<file path="src/logic/pwmos_pkg.sv">
// Constants for the PWM output stage: register map, field positions,
// reset values and output arrangement codes.
// Assumes a 32-bit APB slave with byte addresses, one word per register.
package pwmos_pkg;
	// ==========================================
	// Register map
	localparam logic [7:0] ADDR_CTRL3 = 8'h00;
	localparam logic [7:0] ADDR_STEER = 8'h04;
	localparam logic [7:0] ADDR_STATUS = 8'h08;

	// ==========================================
	// Output control register fields
	localparam int CTRL3_GATE_BIT = 31;
	localparam int CTRL3_ONESHOT_EXTEND_COUNT_LSB = 28;
	localparam int CTRL3_MODE_LSB = 24;
	localparam int CTRL3_POL_ACE_BIT = 21;
	localparam int CTRL3_POL_BDF_BIT = 20;
	localparam int CTRL3_PSS_ACE_LSB = 18;
	localparam int CTRL3_PSS_BDF_LSB = 16;
	localparam int CTRL3_DT_LSB = 0;
	localparam logic [31:0] CTRL3_MASK_MULTI = 32'hF73F_003F;
	localparam logic [31:0] CTRL3_MASK_SINGLE = 32'hF02C_0000;
	localparam logic [31:0] CTRL3_RESET = 32'h0000_0000;

	// ==========================================
	// Steering register
	localparam logic [5:0] STEER_RESET = 6'h01;

	// ==========================================
	// Output arrangement codes
	localparam logic [2:0] MODE_SINGLE = 3'h0;
	localparam logic [2:0] MODE_PUSH_PULL = 3'h1;
	localparam logic [2:0] MODE_HALF_BRIDGE = 3'h2;
	localparam logic [2:0] MODE_BRUSH_REV = 3'h4;
	localparam logic [2:0] MODE_BRUSH_FWD = 3'h5;
	localparam logic [2:0] MODE_SCAN = 3'h6;

	// Shutdown state codes, upper bit clear means high impedance
	localparam logic [1:0] PSS_ACTIVE = 2'h3;
	localparam logic [1:0] PSS_INACTIVE = 2'h2;

	// Pin group masks, bit 0 is output A
	localparam logic [5:0] GROUP_ACE = 6'h15;
	localparam logic [5:0] GROUP_BDF = 6'h2A;
endpackage

</file>
<file path="src/logic/pwmos_top.sv">
// PWM output stage: trigger gating, one-shot extension, output steering,
// dead time, shutdown states and pin polarity, with an APB register port.
// Assumes the timebase supplies the raw PWM level, period and tick strobes.
// Operation
// - With triggered operation on and the gate bit set, enabled pins stay undriven until a trigger, except groups driven by a 1x shutdown state.
// - The one-shot count n stretches a one-shot event to n+1 timer periods.
// - The mode field selects single, push-pull, half-bridge, brush reverse/forward or scan; 011 and 111 are reserved.
// - The first polarity bit makes pins A, C and E active-low when set.
// - The second polarity bit makes pins B, D and F active-low when set.
// - On shutdown, A, C and E go active for 11, inactive for 10 and undriven for 0x.
// - On shutdown, B, D and F follow their own field with the same coding.
// - The dead-time field inserts 1 to 63 dead periods between complementary outputs; 0 disables it.
// - Mode, B/D/F polarity and shutdown, and dead-time fields exist only in the multi-output variant.
// - Unused bits of the control register read zero and all fields reset to zero.
//
// Register access over APB and the register offsets are this design's own decisions.
`timescale 1ns/100ps
module pwmos_top #(
	parameter bit P_MULTI_OUTPUT = 1'b1
) (
	input wire logic i_clk,
	input wire logic i_reset,
	input wire logic i_psel,
	input wire logic i_penable,
	input wire logic i_pwrite,
	input wire logic [7:0] i_paddr,
	input wire logic [31:0] i_pwdata,
	output logic [31:0] o_prdata,
	output logic o_pready,
	output logic o_pslverr,
	input wire logic i_pwm_raw,
	input wire logic i_period_end,
	input wire logic i_timer_tick,
	input wire logic i_triggered_operation_enable,
	input wire logic i_trigger,
	input wire logic i_oneshot_event,
	input wire logic i_shutdown,
	output logic o_oneshot_active,
	output logic [5:0] o_pwm_out,
	output logic [5:0] o_pwm_out_oe
);
	typedef struct packed {
		logic [31:0] ctrl3;
		logic [5:0] steer;
		logic [31:0] prdata;
		logic triggered;
		logic os_active;
		logic [2:0] os_cnt;
		logic phase;
		logic [2:0] scan_idx;
		logic [5:0] pins;
		logic [5:0] oe;
	} pwmos_state_t;

	pwmos_state_t st_reg;
	pwmos_state_t st_next;
	logic dt_high;
	logic dt_low;
	logic address_ok;

	// ==========================================
	// Helpers
	function automatic logic [31:0] ctrl3_mask();
		ctrl3_mask = P_MULTI_OUTPUT ? pwmos_pkg::CTRL3_MASK_MULTI : pwmos_pkg::CTRL3_MASK_SINGLE;
	endfunction

	function automatic logic [2:0] next_scan(input logic [2:0] idx, input logic [5:0] en);
		logic [2:0] cand;
		next_scan = idx;
		cand = idx;
		for (int k = 0; k < 6; k++) begin
			cand = (cand == 3'h5) ? 3'h0 : cand + 3'h1;
			if (en[cand] && next_scan == idx) begin
				next_scan = cand;
			end
		end
	endfunction

	function automatic logic [5:0] shut_group(input logic [5:0] grp, input logic [1:0] pss,
			input logic [5:0] val);
		shut_group = val;
		if (pss == pwmos_pkg::PSS_ACTIVE) begin
			shut_group = val | grp;
		end else if (pss == pwmos_pkg::PSS_INACTIVE) begin
			shut_group = val & ~grp;
		end
	endfunction

	function automatic logic [31:0] read_word(input logic [7:0] addr, input pwmos_state_t s);
		read_word = 32'h0000_0000;
		unique case (addr)
			pwmos_pkg::ADDR_CTRL3: read_word = s.ctrl3;
			pwmos_pkg::ADDR_STEER: read_word = {26'h000_0000, s.steer};
			pwmos_pkg::ADDR_STATUS: read_word = {13'h0000, s.triggered, s.os_active, i_shutdown,
					s.phase, s.scan_idx, s.pins, s.oe};
			default: read_word = 32'h0000_0000;
		endcase
	endfunction

	// ==========================================
	// Control fields
	logic gate_bit;
	logic [2:0] oneshot_extend_count;
	logic [2:0] mode;
	logic pol_ace;
	logic pol_bdf;
	logic [1:0] pss_ace;
	logic [1:0] pss_bdf;
	logic [5:0] dead_cycles;

	assign gate_bit = st_reg.ctrl3[pwmos_pkg::CTRL3_GATE_BIT];
	assign oneshot_extend_count = st_reg.ctrl3[pwmos_pkg::CTRL3_ONESHOT_EXTEND_COUNT_LSB +: 3];
	assign mode = st_reg.ctrl3[pwmos_pkg::CTRL3_MODE_LSB +: 3];
	assign pol_ace = st_reg.ctrl3[pwmos_pkg::CTRL3_POL_ACE_BIT];
	assign pol_bdf = st_reg.ctrl3[pwmos_pkg::CTRL3_POL_BDF_BIT];
	assign pss_ace = st_reg.ctrl3[pwmos_pkg::CTRL3_PSS_ACE_LSB +: 2];
	assign pss_bdf = st_reg.ctrl3[pwmos_pkg::CTRL3_PSS_BDF_LSB +: 2];
	assign dead_cycles = st_reg.ctrl3[pwmos_pkg::CTRL3_DT_LSB +: 6];

	// ==========================================
	// Complementary pair
	pwmos_deadtime u_deadtime (
		.i_clk(i_clk),
		.i_reset(i_reset),
		.i_pwm(i_pwm_raw),
		.i_dead_cycles(dead_cycles),
		.o_high(dt_high),
		.o_low(dt_low)
	);

	// ==========================================
	// APB handshake
	assign address_ok = (i_paddr == pwmos_pkg::ADDR_CTRL3) || (i_paddr == pwmos_pkg::ADDR_STEER)
			|| (i_paddr == pwmos_pkg::ADDR_STATUS);
	assign o_pready = 1'b1;
	assign o_pslverr = i_psel && i_penable && !address_ok;
	assign o_prdata = st_reg.prdata;

	// ==========================================
	// Next state
	logic [5:0] level;
	logic [5:0] drive;
	logic [5:0] pol_mask;

	always_comb begin
		st_next = st_reg;
		level = 6'h00;
		drive = 6'h00;
		pol_mask = 6'h00;

		// Register port
		if (i_psel && !i_penable) begin
			st_next.prdata = read_word(i_paddr, st_reg);
		end
		if (i_psel && i_penable && i_pwrite) begin
			if (i_paddr == pwmos_pkg::ADDR_CTRL3) begin
				st_next.ctrl3 = i_pwdata & ctrl3_mask();
			end else if (i_paddr == pwmos_pkg::ADDR_STEER) begin
				st_next.steer = i_pwdata[5:0];
			end
		end

		// Trigger arming, the trigger wins over a disarm in the same cycle
		if (i_trigger) begin
			st_next.triggered = 1'b1;
		end else if (!i_triggered_operation_enable) begin
			st_next.triggered = 1'b0;
		end

		// One-shot extension
		if (i_oneshot_event) begin
			st_next.os_active = 1'b1;
			st_next.os_cnt = oneshot_extend_count;
		end else if (st_reg.os_active && i_timer_tick) begin
			if (st_reg.os_cnt == 3'h0) begin
				st_next.os_active = 1'b0;
			end else begin
				st_next.os_cnt = st_reg.os_cnt - 3'h1;
			end
		end

		// Period sequencing for push-pull and scan
		if (i_period_end) begin
			st_next.phase = ~st_reg.phase;
			if (mode == pwmos_pkg::MODE_SCAN) begin
				st_next.scan_idx = next_scan(st_reg.scan_idx, st_reg.steer);
			end
		end
		if (st_reg.scan_idx > 3'h5) begin
			st_next.scan_idx = 3'h0;
		end

		// Output arrangement
		unique case (mode)
			pwmos_pkg::MODE_SINGLE: begin
				drive = st_reg.steer;
				level = dt_high ? st_reg.steer : 6'h00;
			end
			pwmos_pkg::MODE_PUSH_PULL: begin
				drive = 6'h03;
				level = {4'h0, dt_high && !st_reg.phase, dt_high && st_reg.phase};
			end
			pwmos_pkg::MODE_HALF_BRIDGE: begin
				drive = 6'h03;
				level = {4'h0, dt_low, dt_high};
			end
			pwmos_pkg::MODE_BRUSH_REV: begin
				drive = 6'h0F;
				level = {4'h0, dt_high, 1'b0} | 6'h04;
			end
			pwmos_pkg::MODE_BRUSH_FWD: begin
				drive = 6'h0F;
				level = {2'h0, dt_high, 3'h0} | 6'h01;
			end
			pwmos_pkg::MODE_SCAN: begin
				drive = st_reg.steer;
				level = dt_high ? (6'h01 << st_reg.scan_idx) & st_reg.steer : 6'h00;
			end
			default: begin
				drive = 6'h00;
				level = 6'h00;
			end
		endcase

		// Shutdown overrides the arrangement
		if (i_shutdown) begin
			level = shut_group(pwmos_pkg::GROUP_ACE, pss_ace, level);
			level = shut_group(pwmos_pkg::GROUP_BDF, pss_bdf, level);
			if (pss_ace[1]) begin
				drive = drive | pwmos_pkg::GROUP_ACE;
			end else begin
				drive = drive & ~pwmos_pkg::GROUP_ACE;
			end
			if (pss_bdf[1]) begin
				drive = drive | pwmos_pkg::GROUP_BDF;
			end else begin
				drive = drive & ~pwmos_pkg::GROUP_BDF;
			end
		end else if (i_triggered_operation_enable && gate_bit && !st_reg.triggered) begin
			drive = 6'h00;
		end

		// Polarity last so shutdown states follow it
		if (pol_ace) begin
			pol_mask = pol_mask | pwmos_pkg::GROUP_ACE;
		end
		if (pol_bdf) begin
			pol_mask = pol_mask | pwmos_pkg::GROUP_BDF;
		end
		st_next.pins = level ^ pol_mask;
		st_next.oe = drive;
	end

	// ==========================================
	// State register
	always_ff @(posedge i_clk or posedge i_reset) begin
		if (i_reset) begin
			st_reg <= '0;
			st_reg.ctrl3 <= pwmos_pkg::CTRL3_RESET;
			st_reg.steer <= pwmos_pkg::STEER_RESET;
		end else begin
			st_reg <= st_next;
		end
	end

	assign o_oneshot_active = st_reg.os_active;
	assign o_pwm_out = st_reg.pins;
	assign o_pwm_out_oe = st_reg.oe;
endmodule

</file>
<file path="src/logic/pwmos_deadtime.sv">
// Dead-time inserter: splits one PWM level into a complementary pair.
// Assumes the PWM input is synchronous to i_clk.
`timescale 1ns/100ps
module pwmos_deadtime (
	input wire logic i_clk,
	input wire logic i_reset,
	input wire logic i_pwm,
	input wire logic [5:0] i_dead_cycles,
	output logic o_high,
	output logic o_low
);
	typedef struct packed {
		logic prev;
		logic [5:0] cnt;
		logic high;
		logic low;
	} pwmos_dt_state_t;

	pwmos_dt_state_t st_reg;
	pwmos_dt_state_t st_next;

	// ==========================================
	// Next state
	always_comb begin
		st_next = st_reg;
		st_next.prev = i_pwm;
		if (i_dead_cycles == 6'h00) begin
			// Dead-time logic disabled, plain complement
			st_next.cnt = 6'h00;
			st_next.high = i_pwm;
			st_next.low = ~i_pwm;
		end else if (i_pwm != st_reg.prev) begin
			// Both sides off for the programmed count
			st_next.high = 1'b0;
			st_next.low = 1'b0;
			st_next.cnt = i_dead_cycles - 6'h01;
		end else if (st_reg.cnt != 6'h00) begin
			st_next.cnt = st_reg.cnt - 6'h01;
		end else begin
			st_next.high = st_reg.prev;
			st_next.low = ~st_reg.prev;
		end
	end

	always_ff @(posedge i_clk or posedge i_reset) begin
		if (i_reset) begin
			st_reg <= '0;
		end else begin
			st_reg <= st_next;
		end
	end

	assign o_high = st_reg.high;
	assign o_low = st_reg.low;
endmodule

</file>
<file path="config.mk">
export PLATFORM = sky130hd
export DESIGN_NAME = pwmos_top
export DESIGN_NICKNAME = d
export VERILOG_FILES = /design/src/logic/pwmos_pkg.sv /design/src/logic/pwmos_top.sv /design/src/logic/pwmos_deadtime.sv
export SDC_FILE = /design/constraint.sdc
export NUM_CORES = 1
export LEC_CHECK = 0
export BUFFER_PORTS_ARGS = -buffer_cell sky130_fd_sc_hd__clkbuf_2
export CORE_MARGIN = 3
export CORE_UTILIZATION = 40
export DETAILED_ROUTE_END_ITERATION = 8
export PLACE_DENSITY = 0.68
export SETUP_SLACK_MARGIN = 0.15
export SLEW_MARGIN = 15
export SYNTH_ARGS = -nofsm -noshare
export SYNTH_HDL_FRONTEND = slang
export SYNTH_SLANG_ARGS = --single-unit
</file>
<file path="constraint.sdc">
create_clock -name i_clk -period 6.41 [get_ports i_clk]
set_input_delay 1.282 -clock i_clk [delete_from_list [all_inputs] [get_ports i_clk]]
set_output_delay 1.282 -clock i_clk [all_outputs]
set_load 0.005 [all_outputs]
</file>
==> flow_summary.toml, run 1 <==
[worst_setup_path]
setup.worst_path.start_class = "flip-flop"
crit_chain = "clkinv_1 -> ha_1 -> or4b_4 -> and2_1 -> a211oi_1 -> nor2_1 -> o21ai_0 -> a31oi_1 -> a2111oi_0 -> o32ai_1"
reg2reg_from = "st_reg[14]"
crit_path_end = "st_reg[14]"
arrival_ns = 4.25
r2r-end = "st_reg[14]"
cp-end-kind = "flip-flop"
cp_slowest_cell = "dfrtp_1"
worst_ep_required_time_ns = 6.60
critPathMaxFanout = 16
critPathKind = "flip-flop to flip-flop"
crit_start = "st_reg[14]"
rrSetupSlack_ns = 2.35
cpPeakStageDelay_ns = 0.66
reg2reg_depth = 10

[timing]
setup_viol = 0
fin_crit_ns = 4.058
drv_slew = 0
grt_setup_unrepaired = "false"
max_slew.worst_pin.slew_ns = 1.052
whs_ns = 0.4836
slew_headroom_pct = 29.81
tns_ns = 0
fin_ws_ns = 2.352
clock_skew_ns = 0.007308
fmax_ghz = 0.2464
period_share_pct = 63.31
hold_viol_final = 0

[cells_and_area]
nNetsFinal = 598
areaGrowthSynthToFinish_pct = 10.56
largest_reg_flops = 29
num_antenna_cells = 0
post_route_cells_drive_above_1_share_pct = 26.65
fin_cells = 687
post-route-util_pct = 46.39

[synth]
synth_xor_area_share_pct = 2.327
ys_ff_latch = 84
synth_top_family_by_area = "simple AND/OR/NAND/NOR gates"
ys.flop_type = "dfrtp_1"
seq_area_frac_synth_pct = 42.98
yosysWarnings = 0
syn_area_sq_mm = 0.004893
synth_cell_types = 66
synth_cells = 512
synth_compound_area_share_pct = 14.52
synth.area.mux_share_pct = 11.53
synthArstFlopShare_pct = 100.0
synthSimpleGateAreaFrac_pct = 16.49
synthAdderAreaFrac_pct = 1.739
synth.area.top_cells = "dfrtp_1 42%, mux2_2 7.1%, buf_4 6.9%, nand2_1 5.1%, o21ai_0 4.4%"
netlist.area_leader.share_pct = 42.44
synth_edf_count = 0
synth_top_area_cell = "dfrtp_1"
avgSynthCellArea_sq_um = 9.558

[floorplanning]
die_h_microns = 116.6
die_area_sq_mm = 0.01360
rows = 39
die_w_microns = 116.6
initial_core_util_pct = 41.96
io_pins = 99
core_region_area_sq_mm = 0.01166

[routing]
finalWirelength_microns = 11590
post-route-drc-count = 0
antenna_left = 0
vias = 3821
avgViaCountPerCell = 5.562
drt_iter0_markers = 253
firstDrtPassIters = 5
wire_per_inst_microns = 16.87

[power_and_ir_drop]
ir_drop_v = 0.0001053
p_int_mw = 0.9468
p_leak_nw = 2.656
power.density_mw_per_mm2 = 229.7
p_comb_share_pct = 9.1
clkPwrFrac_pct = 45.3
switching_share_pct = 23.81
p_seq_share_pct = 45.5
power.switching_mw = 0.2959

[clocking]
max-clock-path-buffers = 2
cts_setup_buffers = 0
cts_max_level = 3
hold_buffers = 0
path_clk_slew_ns = 0.06
numCtsBuffers = 9
cts_tree = "yes"
clock-root-buffer = "clkbuf_16"
postCtsResizedCells = 0
clkLatencyLatePin_ns = 0.34
cts.sinks = 84

[global_route]
grt_overflow = 0
grt_antenna_before_repair = 0
grt_pass1_wl_microns = 18700
grt_start_max_net_pins = 85
grt_usage_pct = 17.45
first_global_vias = 3712

[placed_design]
post-place-ws_ns = 2.303
dp.final_hpwl_microns = 8500
dp_cells = 672
place_congestion = 0.8721
io_buffers = 81

[run_status]
outcome = "finished, final reports clean"

[hold_path]
hold_class = "flip-flop to flip-flop"

[flow_run]
max_cap_violations = 0
worst min path at each step:
stage / from / end / slack (ns) / depth (start not counted)
6_report: o_prdata[8] / o_prdata[8] / 0.48 / 2
5_1_grt: o_prdata[7] / o_prdata[7] / 0.50 / 2
4_1_cts: o_prdata[8] / o_prdata[8] / 0.49 / 2
3_5_place_dp: o_prdata[8] / o_prdata[8] / 0.48 / 2
3_3_place_gp: o_prdata[6] / o_prdata[6] / 0.46 / 2
2_1_floorplan: o_prdata[0] / o_prdata[0] / 0.45 / 2
layout by cell type, fill, tap and decap left out, drive strengths merged, types with 4 or more instances in the layout:
cell type	synthesis	final
clkbuf	17	91
dfrtp	83	83
nand2	67	67
o21ai	44	44
nor2	32	32
mux2	31	31
mux2i	17	17
a21oi	17	17
nor3	11	11
inv	11	11
a22o	10	10
xor2	9	9
nand3	8	8
nand2b	8	8
a22oi	7	7
ha	6	6
nor4	5	5
a31oi	4	4
and2	4	4
xnor2	4	4
conb	2	4
a2111oi	4	4
nor3b	4	4
buf	53	4
cell families (layout without fill, tap and decap cells):
family	Yosys count	after routing
simple gates	164	164
compound gates	110	110
flops	84	84
buf+inv	82	112
mux	50	50
xor+xnor	13	13
fa+ha+maj	7	7
other cells	2	4
metrics by stage:
step | cell area [sq um] | power (mW)
floorplan | 4901 | 0.6527
global placement | 5074 | 0.6834
detailed placement | 5074 | 0.6883
CTS | 5398 | 1.251
global route | 5410 | 1.289
finish | 5410 | 1.243
layer usage:
layer  routed length (microns)  track usage [%]  up-vias
met4                       140            4.969        0
li1                          -                -     1818
met5                         0                0        -
met2                      5413            26.96      135
met1                      5372            24.85     1854
met3                       662            3.679       14
synthesized netlist by cell type, types with 3 or more instances:
cell and number:
nor3_1 11, or2_2 3, a2111oi_0 3, a22oi_1 7
buf_6 3, a21oi_1 17, dfrtp_1 83, xor2_1 9
nor3b_1 4, mux2_2 31, buf_4 45, nor2_1 32
nand3_1 8, a22o_1 10, nand2_1 67, a31oi_1 4
inv_1 11, ha_1 6, and2_1 4, xnor2_1 4
mux2i_1 17, o21ai_0 43, nand2b_1 7, nor4_1 5
o22ai_1 3, clkbuf_1 17, buf_1 3, nor2b_1 3
cell type report:
class                      count  area (sq um)
clock buffer                  10         239.0
timing repair buffer          85         439.2
tap                          143         178.9
sequential                    84          2103
fill                        1081          6252
inverter                      12         46.29
multi-input combinational    348          2318
clock inverter                 5         85.08
power by group through the flow:
stage | Clock (mW) | Sequential [mW] | Combinational, mW
finish | 0.563 | 0.566 | 0.113
global route | 0.592 | 0.568 | 0.129
CTS | 0.572 | 0.566 | 0.114
detailed placement | 0 | 0.576 | 0.113
global placement | 0 | 0.575 | 0.109
floorplan | 0 | 0.568 | 0.0849
critical path, delay by kind of cell (launching register included):
kind	cells	cell delay [ns]
adders and majority gates	1	0.49
DFF	1	0.66
and+or+nand+nor	3	0.88
AOI/OAI and AO/OA	5	1.46
buffers and inverters	1	0.42
Power figures use the tool's default switching activity.
==> run 2, diff against run 1 <==
Settings changed: PLACE_DENSITY 0.68 to 0.71.
Clock period 6.41 ns to 3.3 ns, I/O delays scaled along.
==> flow_summary.toml, run 2 (synthesis results as in run 1) <==
[worst_setup_path]
setup.worst_path.start_class = "flip-flop"
cp_slowest_cell = "or4b_4"
crit_buf_inv = 0
critPathKind = "flip-flop to flip-flop"
arrival_ns = 3.28
rrSetupSlack_ns = 0.24
worst_ep_required_time_ns = 3.52
cp-end-kind = "flip-flop"
cpPeakStageDelay_ns = 0.52
reg2reg_from = "st_reg[12]"
critPathMaxFanout = 6
crit_chain = "and2_1 -> ha_4 -> or4b_4 -> o211ai_1 -> or3b_1 -> and3_4 -> nand2b_4 -> o221a_1 -> or3_1 -> a221o_1"
cp_top_family = "simple AND/OR/NAND/NOR gates"
crit_start = "st_reg[12]"

[global_route]
grt_start_max_net_pins = 39
grt_usage_pct = 17.77
grt_pass1_wl_microns = 18910
grt_antenna_before_repair = 0
grt_overflow = 0
first_global_vias = 3805

[timing]
period_share_pct = 92.59
clock_skew_ns = 0.006338
setup_viol = 0
whs_ns = 0.3239
fin_crit_ns = 3.056
hold_viol_final = 0
fmax_ghz = 0.3273
max_slew.worst_pin.slew_ns = 0.5282
slew_headroom_pct = 64.79
grt_setup_unrepaired = "false"
drv_slew = 0

[cells_and_area]
fin_cells = 698
design_area_sq_mm = 0.005492
areaGrowthSynthToFinish_pct = 12.22
post_route_cells_drive_above_1_share_pct = 28.65
num_antenna_cells = 0
largest_reg_flops = 29
nNetsFinal = 608
fillers = 1085
final_common_cell = "dfrtp_1"
layout_common_cells = "83 x dfrtp_1, 81 x clkbuf_2, 67 x nand2_1"

[power_and_ir_drop]
ir_drop_v = 0.0003083
p_leak_nw = 2.699
fin_total_pwr_mw = 2.333
power.density_mw_per_mm2 = 424.8

[routing]
finalWirelength_microns = 11920
antenna_left = 0
wire_per_inst_microns = 17.08
drt_iter0_markers = 234
post-route-drc-count = 0
avgViaCountPerCell = 5.552
firstDrtPassIters = 4
vias = 3875

[clocking]
hold_buffers = 0
path_clk_slew_ns = 0.06
max-clock-path-buffers = 2
numCtsBuffers = 9
clock-root-buffer = "clkbuf_16"
cts_max_level = 3
clkLatencyLatePin_ns = 0.34
cts.sinks = 84
cts_tree = "yes"

[placed_design]
place_area_sq_mm = 0.005170
place_congestion = 0.9041
dp.final_hpwl_microns = 9037
io_buffers = 81
dp_cells = 682

[floorplanning]
die_area_sq_mm = 0.01360
die_w_microns = 116.6
io_pins = 99
initial_core_util_pct = 41.96
die_h_microns = 116.6
rows = 39
core_region_area_sq_mm = 0.01166

[hold_path]
hold_class = "input port to async pin"

[run_status]
outcome = "finished, final reports clean"

[flow_run]
max_cap_violations = 0
-- run 2: cell types whose count changed in the layout (fill, tap and decap cells not counted), sizes merged --
| cell | delta |
|---|---|
| buf | +10 |
| clkbuf | +2 |
| bufinv | -1 |
| clkinv | +1 |
| inv | -1 |
-- run 2: final cells by class --
class | instances | area (sq um) | area share (%)
Timing Repair Buffer | 95 | 514.2 | 9.364
Inverter | 12 | 46.29 | 0.8430
Sequential cell | 84 | 2103 | 38.30
Multi-Input combinational cell | 348 | 2345 | 42.70
Clock inverter | 4 | 47.55 | 0.8658
Clock buffer | 12 | 256.5 | 4.671
Tap cell | 143 | 178.9 | 3.258
-- run 2: worst paths after layout --
check                                     endpoint  cells past startpoint
setup / recovery                        st_reg[13]                     10
hold / removal             oneshot_extend_count[2]                      2
setup reg to reg                        st_reg[13]                     10
hold reg to reg                       o_prdata[11]                      2
max in group asynchronous                  pol_bdf                      3
min in group i_clk                    o_prdata[11]                      2
-- run 2: repair_timing --
item                                    in CTS  in global routing
hold endpoints to repair                     0                  0
gates resized for setup                      0                  5
endpoints found under the setup margin       0                  2
buffers inserted                             0                  0
-- run 2: routing by layer --
layer	up-vias	wire [microns]	global-route usage (%)
li1	1845	-	-
met1	1848	5196	23.34
met2	163	5815	28.57
met3	19	701	4.767
met4	0	208	5.963
met5	-	0	0
-- run 2: where the power goes --
part | switching [mW] | leakage (nW) | total [mW] | internal, mW
Sequential | 0.0364 | 1.13 | 1.10 | 1.06
Clock | 0.385 | 0.149 | 1.01 | 0.624
Combinational | 0.129 | 1.42 | 0.224 | 0.0953
-- run 2: metrics by stage --
| stage | setup WS [ns] | util [%] | TNS [ns] |
|---|---|---|---|
| finish | 0.2444 | 47.09 | 0 |
| global route | 0.1369 | 47.09 | 0 |
| CTS | 0.2285 | 46.94 | 0 |
| detailed placement | 0.2468 | 44.33 | 0 |
| global placement | 0.2995 | 44.33 | 0 |
| floorplan | -0.06279 | - | -0.06279 |
==> run 3, diff against run 2 <==
==> constraint.sdc (replaced) <==
create_clock -name i_clk -period 3.3 [get_ports i_clk]
set_input_delay 0.165 -clock i_clk [delete_from_list [all_inputs] [get_ports i_clk]]
set_output_delay 0.165 -clock i_clk [all_outputs]
set_load 0.005 [all_outputs]
==> flow_summary.toml, run 3 (synthesis results as in run 1) <==
[floorplanning]
die_w_microns = 116.6
io_pins = 99
initial_core_util_pct = 41.96
die_area_sq_mm = 0.01360
rows = 39
core_region_area_sq_mm = 0.01166
die_h_microns = 116.6

[cells_and_area]
multi_input_area_sq_mm = 0.002342
regArea_sq_mm = 0.002103
fillers = 1089
design_area_sq_mm = 0.005500
num_antenna_cells = 0
areaGrowthSynthToFinish_pct = 12.40
layout_common_cells = "83 x dfrtp_1, 81 x clkbuf_2, 67 x nand2_1"
post_route_cells_drive_above_1_share_pct = 28.73
nNetsFinal = 610
final_common_cell = "dfrtp_1"
largest_reg_flops = 29

[clocking]
clkLatencyLatePin_ns = 0.33
cts.sinks = 84
path_clk_slew_ns = 0.06
numCtsBuffers = 9
cts_tree = "yes"
clock-root-buffer = "clkbuf_16"
cts_max_level = 3
max-clock-path-buffers = 2

[placed_design]
place_congestion = 0.8651
post-place-ws_ns = 0.2832
dp.final_hpwl_microns = 8625
io_buffers = 81
place_area_sq_mm = 0.005170

[worst_setup_path]
critPathMaxFanout = 20
crit_start = "st_reg[12]"
r2r-end = "st_reg[13]"
cp_common_cell = "buf_4"
rrSetupSlack_ns = 0.26
cp-end-kind = "flip-flop"
reg2reg_from = "st_reg[12]"
setup.worst_path.start_class = "flip-flop"
crit_chain = "buf_4 -> buf_4 -> and3b_1 -> a31oi_1 -> and2_1 -> nor3_1 -> a2111o_1 -> o221a_1 -> or3_1 -> a221o_1"
cp_slowest_cell = "a2111o_1"
cpPeakStageDelay_ns = 0.44
crit_path_end = "st_reg[13]"
critPathKind = "flip-flop to flip-flop"
worst_ep_required_time_ns = 3.52
arrival_ns = 3.26
reg2reg_depth = 10

[timing]
fin_crit_ns = 3.035
setup_viol = 0
hold_viol_final = 0
fin_ws_ns = 0.2648
max_slew.worst_pin.slew_ns = 0.5615
fmax_ghz = 0.3295
drv_slew = 0
grt_setup_unrepaired = "true"
clock_skew_ns = 0.007285
slew_headroom_pct = 62.52
period_share_pct = 91.98

[global_route]
grt_start_max_net_pins = 39
grt_usage_pct = 17.49
grt_antenna_before_repair = 0
grt_pass1_wl_microns = 18770
first_global_vias = 3724
grt_overflow = 0

[power_and_ir_drop]
ir_drop_v = 0.0002808
p_leak_nw = 2.703
p_comb_share_pct = 9.6
p_seq_share_pct = 47.4
clkPwrFrac_pct = 43.0
power.density_mw_per_mm2 = 420.9
fin_total_pwr_mw = 2.315
p_int_mw = 1.749
power.switching_mw = 0.5662
switching_share_pct = 24.46

[routing]
firstDrtPassIters = 4
finalWirelength_microns = 11520
wire_per_inst_microns = 16.46
antenna_left = 0
post-route-drc-count = 0
drt_iter0_markers = 235
avgViaCountPerCell = 5.474
vias = 3832

[flow_run]
max_cap_violations = 0

[hold_path]
hold_class = "input port to flip-flop"

[run_status]
outcome = "finished, final reports clean"
run 3: changes by cell type in the layout (fill, tap and decap cells not counted), sizes merged:
cell and change:
clkbuf -3, clkinv +1, dlygate4sd3 +2, inv +2
run 3: worst min-delay path by stage:
stage,to,cells after the start,startpoint
after floorplan,u_deadtime.st_reg[8],0,i_pwm_raw
after global placement,oneshot_extend_count[2],2,i_reset
after detailed placement,o_prdata[30],2,i_reset
after CTS,u_deadtime.st_reg[8],1,i_pwm_raw
after global routing,u_deadtime.st_reg[8],1,i_pwm_raw
final,u_deadtime.st_reg[8],1,i_pwm_raw
run 3: cell type report:
type	count	share of cell area, %
multi-input cells	348	42.58
clock buffers	9	4.095
inverters	12	0.8417
well taps	143	3.253
flip-flops and latches	84	38.24
clock inverters	7	1.342
repair buffers	97	9.645
run 3: layer usage:
layer,GRT usage [%],part of all wire [%]
met5,0,0
met3,4.663,6.8
met4,4.511,1.6
met1,23.48,44
met2,28.22,48
run 3: worst max-delay path, delay by kind of cell (launching register included):
kind | cells | cell delay, ns
simple gates | 4 | 0.83
flops | 1 | 0.34
buf+inv | 2 | 0.48
compound gates | 4 | 1.27
run 3: metrics by stage:
stage	util, %	cells	TNS [ns]	hold slack, ns
floorplan	-	514	-0.06279	0.1964
global placement	44.33	682	0	0.2113
detailed placement	44.33	682	0	0.2199
CTS	47.07	700	0	0.01268
global route	47.16	700	0	0.02071
finish	47.16	700	0	0.03107
run 3: power groups by stage:
stage	registers, mW	logic [mW]	clock network (mW)
2_1_floorplan	1.10	0.166	0
3_3_place_gp	1.11	0.216	0
3_5_place_dp	1.12	0.221	0
4_1_cts	1.10	0.225	1.02
5_1_grt	1.10	0.253	1.06
6_report	1.10	0.223	0.995
run 3: timing repair:
action	CTS	global route
gates resized for setup	0	3
endpoints found under the hold margin	30	0
hold buffers	2	0
buffers inserted	0	0
setup endpoints to repair	0	3
